**src/hdl/iox_pkg.sv**
```systemverilog
package iox_pkg;
    // register index within one port's group, same for both map layouts
    localparam logic [3:0] IDX_IODIR = 4'h0;
    localparam logic [3:0] IDX_IPOL = 4'h1;
    localparam logic [3:0] IDX_CHG_EN = 4'h2;
    localparam logic [3:0] IDX_DEFAULT_COMPARE_VALUE = 4'h3;
    localparam logic [3:0] IDX_SRC = 4'h4;
    localparam logic [3:0] IDX_CFG = 4'h5;
    localparam logic [3:0] IDX_PULLUP = 4'h6;
    localparam logic [3:0] IDX_FLAG = 4'h7;
    localparam logic [3:0] IDX_CAPTURE = 4'h8;
    localparam logic [3:0] IDX_PORT = 4'h9;
    localparam logic [3:0] IDX_OLAT = 4'hA;
    localparam logic [7:0] PAIRED_LAST = 8'h15;
    // configuration bit positions
    localparam int CFG_BANK = 7;
    localparam int CFG_MIRROR = 6;
    localparam int CFG_HOLD = 5;
    localparam int CFG_ODR = 2;
    localparam int CFG_POL = 1;
    localparam int CFG_CC = 0;
    localparam logic [7:0] CFG_IMPL_MASK = 8'hE7;
    localparam logic [7:0] RST_BYTE = 8'h00;

    // returns {valid, port, index}
    function automatic logic [5:0] iox_decode(input logic [7:0] addr, input logic bank);
        logic ok;
        logic port;
        logic [3:0] idx;
        if (bank) begin
            port = addr[4];
            idx = addr[3:0];
            ok = (addr[7:5] == 3'h0) && (addr[3:0] <= IDX_OLAT);
        end else begin
            port = addr[0];
            idx = addr[4:1];
            ok = (addr <= PAIRED_LAST);
        end
        return {ok, port, idx};
    endfunction
endpackage

```
**src/hdl/iox_sync3.sv**
```systemverilog
module iox_sync3 (
    input wire logic i_clk, // system clock
    input wire logic i_rst_n, // async reset, active low
    input wire logic [7:0] i_d, // raw pin levels
    output logic [7:0] o_q // settled pin levels
);
    logic [7:0] s1_reg;
    logic [7:0] s2_reg;
    logic [7:0] s3_reg;

    always_ff @(posedge i_clk or negedge i_rst_n) begin
        if (!i_rst_n) begin
            s1_reg <= 8'h00;
            s2_reg <= 8'h00;
            s3_reg <= 8'h00;
        end else begin
            s1_reg <= i_d;
            s2_reg <= s1_reg;
            s3_reg <= s2_reg;
        end
    end

    // a bit moves only once two stages agree, filtering one-cycle glitches
    always_ff @(posedge i_clk or negedge i_rst_n) begin
        if (!i_rst_n) begin
            o_q <= 8'h00;
        end else begin
            for (int i = 0; i < 8; i++) begin
                if (s2_reg[i] == s3_reg[i]) begin
                    o_q[i] <= s3_reg[i];
                end
            end
        end
    end
endmodule

```
**src/hdl/iox_chg_irq.sv**
```systemverilog
module iox_chg_irq (
    input wire logic i_clk, // system clock
    input wire logic i_rst_n, // async reset, active low
    input wire logic [7:0] i_pin, // settled pin levels
    input wire logic [7:0] i_en, // change interrupt enables
    input wire logic [7:0] i_def, // default compare bits
    input wire logic [7:0] i_src, // compare source bits
    input wire logic i_clr, // clearing read pulse
    output logic o_pending, // interrupt pending
    output logic [7:0] o_cap // pins captured at interrupt
);
    logic [7:0] prev_reg;
    logic [7:0] cond_def;
    logic [7:0] cond_prev;
    logic trig;

    assign cond_def = i_en & i_src & (i_pin ^ i_def);
    // previous-value compare is an event; frozen while pending
    assign cond_prev = i_en & ~i_src & (i_pin ^ prev_reg) & {8{~o_pending}};
    assign trig = |(cond_def | cond_prev);

    always_ff @(posedge i_clk or negedge i_rst_n) begin
        if (!i_rst_n) begin
            prev_reg <= 8'h00;
        end else if (!o_pending || i_clr) begin
            prev_reg <= i_pin;
        end
    end

    // set wins over clear; a live default mismatch blocks the clear
    always_ff @(posedge i_clk or negedge i_rst_n) begin
        if (!i_rst_n) begin
            o_pending <= 1'b0;
        end else if (trig) begin
            o_pending <= 1'b1;
        end else if (i_clr) begin
            o_pending <= 1'b0;
        end
    end

    always_ff @(posedge i_clk or negedge i_rst_n) begin
        if (!i_rst_n) begin
            o_cap <= 8'h00;
        end else if (trig && !o_pending) begin
            o_cap <= i_pin;
        end
    end

    a_def_mismatch: assert property (
        @(posedge i_clk) disable iff (!i_rst_n)
        (|(i_en & i_src & (i_pin ^ i_def))) |=> o_pending)
        else $error("default mismatch did not raise interrupt");
    a_prev_change: assert property (
        @(posedge i_clk) disable iff (!i_rst_n)
        (!o_pending && |(i_en & ~i_src & (i_pin ^ prev_reg))) |=> o_pending)
        else $error("pin change did not raise interrupt");
    a_clear_blocked: assert property (
        @(posedge i_clk) disable iff (!i_rst_n)
        (o_pending && i_clr && |cond_def) |=> o_pending)
        else $error("clear taken while condition active");
    a_pending_hold: assert property (
        @(posedge i_clk) disable iff (!i_rst_n)
        (o_pending && !i_clr) |=> o_pending)
        else $error("interrupt dropped without clearing read");
    a_disabled_quiet: assert property (
        @(posedge i_clk) disable iff (!i_rst_n)
        (!o_pending && i_en == 8'h00) |=> !o_pending)
        else $error("disabled pins raised interrupt");
endmodule

```
**src/hdl/iox_cfg_regs.sv**
```systemverilog
// Summary of operation
// - a default-compare pin differing from its default bit raises an interrupt
// - compare-source 1 compares with default bit, 0 with previous pin value
// - map layout 1 puts first port at 00h-0Ah, second at 10h-1Ah
// - map layout 0 interleaves the ports, second at next address; 00h-15h
// - a new map layout applies to the very next byte after the write
// - merge 1 drives both interrupt outputs from either port; 0 keeps them apart
// - pointer hold 1 keeps pointer fixed; 0 increments after every byte
// - open-drain 1 makes outputs open-drain, ignoring polarity; 0 drives actively
// - when actively driven, polarity 1 is active-high, 0 active-low
// - clear source 1 clears on capture read; 0 on port value read
// - a clearing read clears only when no default-compare mismatch remains; a previous-value change never blocks it
// - configuration bits 4 and 3 always read as zero
// - pull-up bit 1 enables the pin's pull-up, input or output
// - only pins with change interrupt enabled take part in detection
module iox_cfg_regs (
    input wire logic I_CLK_SYS, // system clock, 20 MHz
    input wire logic I_RST_N, // async reset, active low
    input wire logic I_PTR_LOAD, // load address pointer
    input wire logic [7:0] I_PTR_ADDR, // pointer value to load
    input wire logic I_WR_STB, // byte write at pointer
    input wire logic [7:0] I_WR_DATA, // byte to write
    input wire logic I_RD_STB, // byte read at pointer
    input wire logic [7:0] I_PIN_A, // first port pin levels
    input wire logic [7:0] I_PIN_B, // second port pin levels
    output logic [7:0] O_RD_DATA, // read byte
    output logic O_RD_VALID, // read byte valid pulse
    output logic [7:0] O_PTR, // current address pointer
    output logic [7:0] O_PULLUP_A, // first port pull-up enables
    output logic [7:0] O_PULLUP_B, // second port pull-up enables
    output logic O_IRQ_OUT_FIRST, // first interrupt pin level
    output logic O_IRQ_OUT_FIRST_OE, // first interrupt pin drive
    output logic O_IRQ_OUT_SECOND, // second interrupt pin level
    output logic O_IRQ_OUT_SECOND_OE // second interrupt pin drive
);
    logic [7:0] cfg_reg;
    logic [7:0] def_reg [2];
    logic [7:0] src_reg [2];
    logic [7:0] en_reg [2];
    logic [7:0] pu_reg [2];
    logic [7:0] pin_s [2];
    logic [7:0] cap [2];
    logic [1:0] pending;
    logic [1:0] clr;
    logic [5:0] dec;
    logic acc_ok;
    logic acc_port;
    logic [3:0] acc_idx;
    logic wr_go;
    logic rd_go;
    logic [7:0] rd_next;
    logic act_first;
    logic act_second;

    iox_sync3 u_sync_a (
        .i_clk(I_CLK_SYS),
        .i_rst_n(I_RST_N),
        .i_d(I_PIN_A),
        .o_q(pin_s[0])
    );

    iox_sync3 u_sync_b (
        .i_clk(I_CLK_SYS),
        .i_rst_n(I_RST_N),
        .i_d(I_PIN_B),
        .o_q(pin_s[1])
    );

    // layout taken from the live register, so a map change hits the next byte
    assign dec = iox_pkg::iox_decode(O_PTR, cfg_reg[iox_pkg::CFG_BANK]);
    assign acc_ok = dec[5];
    assign acc_port = dec[4];
    assign acc_idx = dec[3:0];
    // a pointer load owns its cycle; write beats read
    assign wr_go = I_WR_STB && !I_PTR_LOAD;
    assign rd_go = I_RD_STB && !I_WR_STB && !I_PTR_LOAD;

    // pointer moves after every byte, valid or not, unless held
    always_ff @(posedge I_CLK_SYS or negedge I_RST_N) begin
        if (!I_RST_N) begin
            O_PTR <= iox_pkg::RST_BYTE;
        end else if (I_PTR_LOAD) begin
            O_PTR <= I_PTR_ADDR;
        end else if ((wr_go || rd_go) && !cfg_reg[iox_pkg::CFG_HOLD]) begin
            O_PTR <= O_PTR + 8'h01;
        end
    end

    // shared register, visible at both of its addresses
    always_ff @(posedge I_CLK_SYS or negedge I_RST_N) begin
        if (!I_RST_N) begin
            cfg_reg <= iox_pkg::RST_BYTE;
        end else if (wr_go && acc_ok && acc_idx == iox_pkg::IDX_CFG) begin
            cfg_reg <= I_WR_DATA & iox_pkg::CFG_IMPL_MASK;
        end
    end

    always_ff @(posedge I_CLK_SYS or negedge I_RST_N) begin
        if (!I_RST_N) begin
            def_reg[0] <= iox_pkg::RST_BYTE;
            def_reg[1] <= iox_pkg::RST_BYTE;
        end else if (wr_go && acc_ok && acc_idx == iox_pkg::IDX_DEFAULT_COMPARE_VALUE) begin
            def_reg[acc_port] <= I_WR_DATA;
        end
    end

    always_ff @(posedge I_CLK_SYS or negedge I_RST_N) begin
        if (!I_RST_N) begin
            src_reg[0] <= iox_pkg::RST_BYTE;
            src_reg[1] <= iox_pkg::RST_BYTE;
        end else if (wr_go && acc_ok && acc_idx == iox_pkg::IDX_SRC) begin
            src_reg[acc_port] <= I_WR_DATA;
        end
    end

    always_ff @(posedge I_CLK_SYS or negedge I_RST_N) begin
        if (!I_RST_N) begin
            en_reg[0] <= iox_pkg::RST_BYTE;
            en_reg[1] <= iox_pkg::RST_BYTE;
        end else if (wr_go && acc_ok && acc_idx == iox_pkg::IDX_CHG_EN) begin
            en_reg[acc_port] <= I_WR_DATA;
        end
    end

    // pull-ups act regardless of pin direction
    always_ff @(posedge I_CLK_SYS or negedge I_RST_N) begin
        if (!I_RST_N) begin
            pu_reg[0] <= iox_pkg::RST_BYTE;
            pu_reg[1] <= iox_pkg::RST_BYTE;
        end else if (wr_go && acc_ok && acc_idx == iox_pkg::IDX_PULLUP) begin
            pu_reg[acc_port] <= I_WR_DATA;
        end
    end

    assign O_PULLUP_A = pu_reg[0];
    assign O_PULLUP_B = pu_reg[1];

    // clearing read pulse per port, chosen by the clear-source bit
    always_comb begin
        clr = 2'b00;
        if (rd_go && acc_ok) begin
            if (cfg_reg[iox_pkg::CFG_CC]) begin
                clr[acc_port] = (acc_idx == iox_pkg::IDX_CAPTURE);
            end else begin
                clr[acc_port] = (acc_idx == iox_pkg::IDX_PORT);
            end
        end
    end

    iox_chg_irq u_irq_a (
        .i_clk(I_CLK_SYS),
        .i_rst_n(I_RST_N),
        .i_pin(pin_s[0]),
        .i_en(en_reg[0]),
        .i_def(def_reg[0]),
        .i_src(src_reg[0]),
        .i_clr(clr[0]),
        .o_pending(pending[0]),
        .o_cap(cap[0])
    );

    iox_chg_irq u_irq_b (
        .i_clk(I_CLK_SYS),
        .i_rst_n(I_RST_N),
        .i_pin(pin_s[1]),
        .i_en(en_reg[1]),
        .i_def(def_reg[1]),
        .i_src(src_reg[1]),
        .i_clr(clr[1]),
        .o_pending(pending[1]),
        .o_cap(cap[1])
    );

    // registers outside this group read as zero
    always_comb begin
        rd_next = 8'h00;
        if (acc_ok) begin
            unique case (acc_idx)
                iox_pkg::IDX_CHG_EN: rd_next = en_reg[acc_port];
                iox_pkg::IDX_DEFAULT_COMPARE_VALUE: rd_next = def_reg[acc_port];
                iox_pkg::IDX_SRC: rd_next = src_reg[acc_port];
                iox_pkg::IDX_CFG: rd_next = cfg_reg & iox_pkg::CFG_IMPL_MASK;
                iox_pkg::IDX_PULLUP: rd_next = pu_reg[acc_port];
                iox_pkg::IDX_CAPTURE: rd_next = cap[acc_port];
                iox_pkg::IDX_PORT: rd_next = pin_s[acc_port];
                default: rd_next = 8'h00;
            endcase
        end
    end

    always_ff @(posedge I_CLK_SYS or negedge I_RST_N) begin
        if (!I_RST_N) begin
            O_RD_DATA <= iox_pkg::RST_BYTE;
            O_RD_VALID <= 1'b0;
        end else begin
            O_RD_VALID <= rd_go;
            if (rd_go) begin
                O_RD_DATA <= rd_next;
            end
        end
    end

    assign act_first = pending[0] | (cfg_reg[iox_pkg::CFG_MIRROR] & pending[1]);
    assign act_second = pending[1] | (cfg_reg[iox_pkg::CFG_MIRROR] & pending[0]);

    // open-drain only pulls low when active; push-pull follows polarity
    always_ff @(posedge I_CLK_SYS or negedge I_RST_N) begin
        if (!I_RST_N) begin
            O_IRQ_OUT_FIRST <= 1'b0;
            O_IRQ_OUT_FIRST_OE <= 1'b0;
            O_IRQ_OUT_SECOND <= 1'b0;
            O_IRQ_OUT_SECOND_OE <= 1'b0;
        end else if (cfg_reg[iox_pkg::CFG_ODR]) begin
            O_IRQ_OUT_FIRST <= 1'b0;
            O_IRQ_OUT_FIRST_OE <= act_first;
            O_IRQ_OUT_SECOND <= 1'b0;
            O_IRQ_OUT_SECOND_OE <= act_second;
        end else begin
            O_IRQ_OUT_FIRST <= act_first ~^ cfg_reg[iox_pkg::CFG_POL];
            O_IRQ_OUT_FIRST_OE <= 1'b1;
            O_IRQ_OUT_SECOND <= act_second ~^ cfg_reg[iox_pkg::CFG_POL];
            O_IRQ_OUT_SECOND_OE <= 1'b1;
        end
    end

    a_ptr_advance: assert property (
        @(posedge I_CLK_SYS) disable iff (!I_RST_N)
        ((wr_go || rd_go) && !cfg_reg[iox_pkg::CFG_HOLD] && !(wr_go && acc_ok
            && acc_idx == iox_pkg::IDX_CFG)) |=> O_PTR == $past(O_PTR) + 8'h01)
        else $error("pointer did not advance after byte");
    a_ptr_hold: assert property (
        @(posedge I_CLK_SYS) disable iff (!I_RST_N)
        ((wr_go || rd_go) && cfg_reg[iox_pkg::CFG_HOLD] && !wr_go) |=> $stable(O_PTR))
        else $error("held pointer moved");
    a_bank_write: assert property (
        @(posedge I_CLK_SYS) disable iff (!I_RST_N)
        (wr_go && acc_ok && acc_idx == iox_pkg::IDX_CFG)
            |=> cfg_reg[iox_pkg::CFG_BANK] == $past(I_WR_DATA[7]))
        else $error("map layout not updated after write");
    a_cfg_unimpl: assert property (
        @(posedge I_CLK_SYS) disable iff (!I_RST_N)
        (rd_go && acc_ok && acc_idx == iox_pkg::IDX_CFG) |=> O_RD_VALID && O_RD_DATA[4:3] == 2'b00)
        else $error("unimplemented config bits read nonzero");
    a_bank_second: assert property (
        @(posedge I_CLK_SYS) disable iff (!I_RST_N)
        (cfg_reg[iox_pkg::CFG_BANK] && O_PTR == 8'h13) |-> acc_ok && acc_port
            && acc_idx == iox_pkg::IDX_DEFAULT_COMPARE_VALUE)
        else $error("segregated map decode wrong");
    a_pair_second: assert property (
        @(posedge I_CLK_SYS) disable iff (!I_RST_N)
        (!cfg_reg[iox_pkg::CFG_BANK] && O_PTR == 8'h07) |-> acc_ok && acc_port
            && acc_idx == iox_pkg::IDX_DEFAULT_COMPARE_VALUE)
        else $error("paired map decode wrong");
    a_mirror_join: assert property (
        @(posedge I_CLK_SYS) disable iff (!I_RST_N)
        (cfg_reg[iox_pkg::CFG_MIRROR] && cfg_reg[iox_pkg::CFG_ODR] && |pending
            && $stable(cfg_reg)) |=> O_IRQ_OUT_FIRST_OE && O_IRQ_OUT_SECOND_OE)
        else $error("merged interrupt not on both outputs");
    a_irq_polarity: assert property (
        @(posedge I_CLK_SYS) disable iff (!I_RST_N)
        (!cfg_reg[iox_pkg::CFG_ODR] && pending[0] && !cfg_reg[iox_pkg::CFG_POL]
            && $stable(cfg_reg)) |=> !O_IRQ_OUT_FIRST && O_IRQ_OUT_FIRST_OE)
        else $error("active-low interrupt not driven low");
    a_clear_route: assert property (
        @(posedge I_CLK_SYS) disable iff (!I_RST_N)
        (rd_go && acc_ok && acc_idx == iox_pkg::IDX_PORT) |-> clr[acc_port]
            == !cfg_reg[iox_pkg::CFG_CC])
        else $error("port value read clear routing wrong");
endmodule

```
**config.mk**
```make
export PLATFORM = sky130hd
export DESIGN_NAME = iox_cfg_regs
export DESIGN_NICKNAME = d
export VERILOG_FILES = /design/src/hdl/iox_pkg.sv /design/src/hdl/iox_sync3.sv /design/src/hdl/iox_chg_irq.sv /design/src/hdl/iox_cfg_regs.sv
export SDC_FILE = /design/constraint.sdc
export NUM_CORES = 1
export LEC_CHECK = 0
export BUFFER_PORTS_ARGS = -buffer_cell sky130_fd_sc_hd__buf_2
export CORE_MARGIN = 3
export CORE_UTILIZATION = 32
export CTS_BUF_LIST = sky130_fd_sc_hd__clkbuf_16
export DETAILED_ROUTE_END_ITERATION = 12
export GPL_ROUTABILITY_DRIVEN = 0
export PLACE_DENSITY_LB_ADDON = 0.08
export SYNTH_ARGS = -nofsm -noshare
export SYNTH_HDL_FRONTEND = slang
export SYNTH_SLANG_ARGS = --single-unit
```
**constraint.sdc**
```tcl
create_clock -name I_CLK_SYS -period 2.8 [get_ports I_CLK_SYS]
set_input_delay 0.56 -clock I_CLK_SYS [delete_from_list [all_inputs] [get_ports I_CLK_SYS]]
set_output_delay 0.56 -clock I_CLK_SYS [all_outputs]
set_load 0.005 [all_outputs]
```
==> summary.md <==
| Metric | Value |
|---|---|
| IO Pins | between 70 and 80 |
| Final slew viol count | 0 |
| Final Util | 38.8% |
| Core Area | around 26000 um2 |
| Setup bufs post-CTS | 0 |
| Synth Register Bits | approximately 190 |
| Fillers | 2501 |
| Worst skew pair latency | about 0.44 ns |
| Crit path capture | O_RD_DATA[3]$_DFFE_PN0P_ |
| Yosys warns | 0 |
| Crit path launch | O_PTR[3]$_DFFE_PN0P_ |
| Synth area leaders | dfrtp_1 (56%), mux2_2 (13%), mux2i_1 (4.5%) |
| WP data arrival | approximately 2.9 ns |
| CP Launch Type | flip-flop |
| Total of max-cap violations | 0 |
| WHS | ~0.084 ns |
| # diodes | 0 |
| Slew @ Worst Pin | between 0.7 and 0.8 ns |
| Worst clock skew | approximately 0.012 ns |
| Drt first pass iters | 4 |
| Final hold violation count | 0 |
| Total Nets Final | ~800 |
| CP Class | reg2reg |
| Mean Syn Cell Area | about 13 um2 |
| R2r startpoint | O_PTR[3]$_DFFE_PN0P_ |
| Antenna-violating nets left | 0 |
| Vias per cell | roughly 5 |
| Leak Pwr | 4.41 nW |
| PostCTS Resize Cnt | 0 |
| First-pass GRT wire length | between 30000 and 40000 um |
| Power Density | 688 nW/um2 |
| PortBufs | 73 |
| Initial drt markers | around 410 |
| CP required | between 3 and 4 ns |
| DP HPWL | 16800 um |
| Vias | approximately 5400 |
| Vias in the first global route | between 5000 and 6000 |
| Setup TNS | 0 ns |
| Die span in x | approximately 170 um |
| Cts-stage hold buffer count | 0 |
| Crit path cell chain | nor4bb_1, o21ai_2, o22ai_1, nor4_1, o21ai_0 |
| Post-synth EDFFs | 0 |
| Synthesized area | between 8000 and 9000 um2 |
| CTS tree | done |
| Leading area contributor after synthesis | dfrtp_1 |
| Initial antenna violation count | 0 |
| # setup viols final | 0 |
| HP Class | in2async |
| Kind of end point of the critical path | flip-flop |
| Largest net degree at the start of global routing | between 60 and 70 |
| Cell row count | 58 |
| Area Growth Syn to Fin | 17.4% |
| Power Total | between 6 and 7 mW |
| Routed wire length | 23400 um |
| GRT overflow | 0 |
| Num CTS Buffers | 17 |
| Die Ht | ~170 um |
| FF-to-FF path depth | 5 |
| Crit path max fanout | 20 |
| Reg-to-reg slack, setup | between 0.2 and 0.25 ns |
| Largest stage delay, worst path | between 0.7 and 0.8 ns |
| Die ar. | between 20000 and 30000 um2 |
| CTS Sinks | roughly 190 |
| Starting Density | 33.1% |
| Fraction of layout cells with a size suffix above 1 | 33.4% |
| DRC viols | 0 |
| Drt wl/cell | ~22 um |
| DP Cell Count | between 1000 and 1500 |
| Top-count cell post-synth | dfrtp_1 |
| CTS H-tree depth | 4 |
| Tot GR Track Use | between 15 and 20% |
| Ys flop type | dfrtp_1 |
| CTS Root Cell | clkbuf_16 |
| Top-area cell type share of the netlist area | a little under three fifths |
| Cells after Synth | 650 |
| Max Freq | roughly 0.39 GHz |
| Most instantiated cells after synthesis | dfrtp_1 (189), mux2_2 (94), nand2_1 (60) |
| Async set-reset flop share out of synthesis | between 90% and 100% |
| Status | completed |
| Distinct cells, synth | between 50 and 60 |
| Post-synthesis sequential area ratio | between 50% and 60% |
| Final Instance Count excl. Fillers | between 1000 and 1500 |
| Clock slew seen by the registers of the worst setup and hold paths | around 0.090 ns |
| Tcrit/Tclk final | between 90% and 100% |
| RSZ-0062 raised after global routing | no |
| Syn_nets | 691 |
| Maximum vdd ir drop | approximately 0.30 mV |
| Worst r2r dst | O_RD_DATA[3]$_DFFE_PN0P_ |
| Slew margin rel. | ~49% |
| Post-route minimum period | about 2.6 ns |
| CTS max path bufs | 2 |
| Crit-path slowest cell | dfrtp_1 |
[how the worst min path moves through the flow]
stage / startpoint / cells after the start / end
floorplan: I_RST_N / 0 / O_IRQ_OUT_FIRST$_DFF_PN0_
global placement: u_sync_a.s1_reg[2]$_DFF_PN0_ / 0 / u_sync_a.s2_reg[2]$_DFF_PN0_
detailed placement: u_sync_a.s1_reg[1]$_DFF_PN0_ / 0 / u_sync_a.s2_reg[1]$_DFF_PN0_
CTS: I_RST_N / 1 / O_PULLUP_A[4]$_DFFE_PN0P_
global route: I_RST_N / 1 / O_PULLUP_A[4]$_DFFE_PN0P_
finish: I_RST_N / 1 / O_PULLUP_A[4]$_DFFE_PN0P_
[power by group]
part / internal, mW / total [mW] / switching [mW] / leakage, nW
Clock: 1.22 / 2.47 / 1.25 / 0.296
Sequential: 3.00 / 3.32 / 0.312 / 2.43
Combinational: 0.523 / 1.05 / 0.524 / 1.68
[layout make-up]
| type | instances | area (um2) | area share (%) |
|---|---|---|---|
| Clock buffer | 17 | 425 | 4.28 |
| Clock inverter | 15 | 191 | 1.93 |
| Inverter | 17 | 63.8 | 0.642 |
| Multi-Input combinational cell | 420 | 3540 | 35.7 |
| Sequential cell | 189 | 4730 | 47.6 |
| Tap cell | 330 | 413 | 4.16 |
| Timing Repair Buffer | 94 | 569 | 5.73 |
[worst max-delay path, delay by kind of cell, from the launching register on]
kind | cells | cell delay, ns
AOI/OAI and AO/OA | 3 | 0.95
and+or+nand+nor | 2 | 0.71
DFF | 1 | 0.77
[cells by family after synthesis]
logic type               synth area share, %
AO/OA/AOI/OAI                           7.15
XOR/XNOR                                4.34
adder cells (fa/ha/maj)                 2.48
buffers and inverters                   2.28
flip-flops                              55.9
multiplexers                            18.8
AND/OR/NAND/NOR                         9.04
[layer usage]
| metal | track usage (%) | wire length, um | vias up |
|---|---|---|---|
| met5 | 0 | 0 | - |
| li1 | - | - | 2519 |
| met1 | 23.8 | 10900 | 2764 |
| met2 | 27.2 | 11100 | 122 |
| met4 | 3.88 | 258 | 0 |
| met3 | 3.11 | 1200 | 13 |
[cells in the final DEF, fill, tap and decap left out, types with 10 or more instances in the layout]
cell       synthesis  routed
buf_4              3      18
o32ai_1           10      10
maj3_1            16      16
xnor2_1           37      37
mux2_2            94      94
inv_1             17      17
a21oi_1           14      14
clkbuf_16          0      17
dfrtp_1          189     189
mux2i_1           38      38
o22ai_1           29      29
nor4_1            12      12
nand2_1           60      60
buf_2             10      72
o21ai_0           17      17
[metrics by stage]
stage / setup slack, ns / area (um2)
4_1_cts: 0.243 / 9940
3_3_place_gp: 0.292 / 9320
5_1_grt: 0.102 / 9940
2_1_floorplan: 0.392 / 8470
3_5_place_dp: 0.259 / 9320
6_report: 0.215 / 9940
No activity file was read; power rests on OpenSTA's default activity.
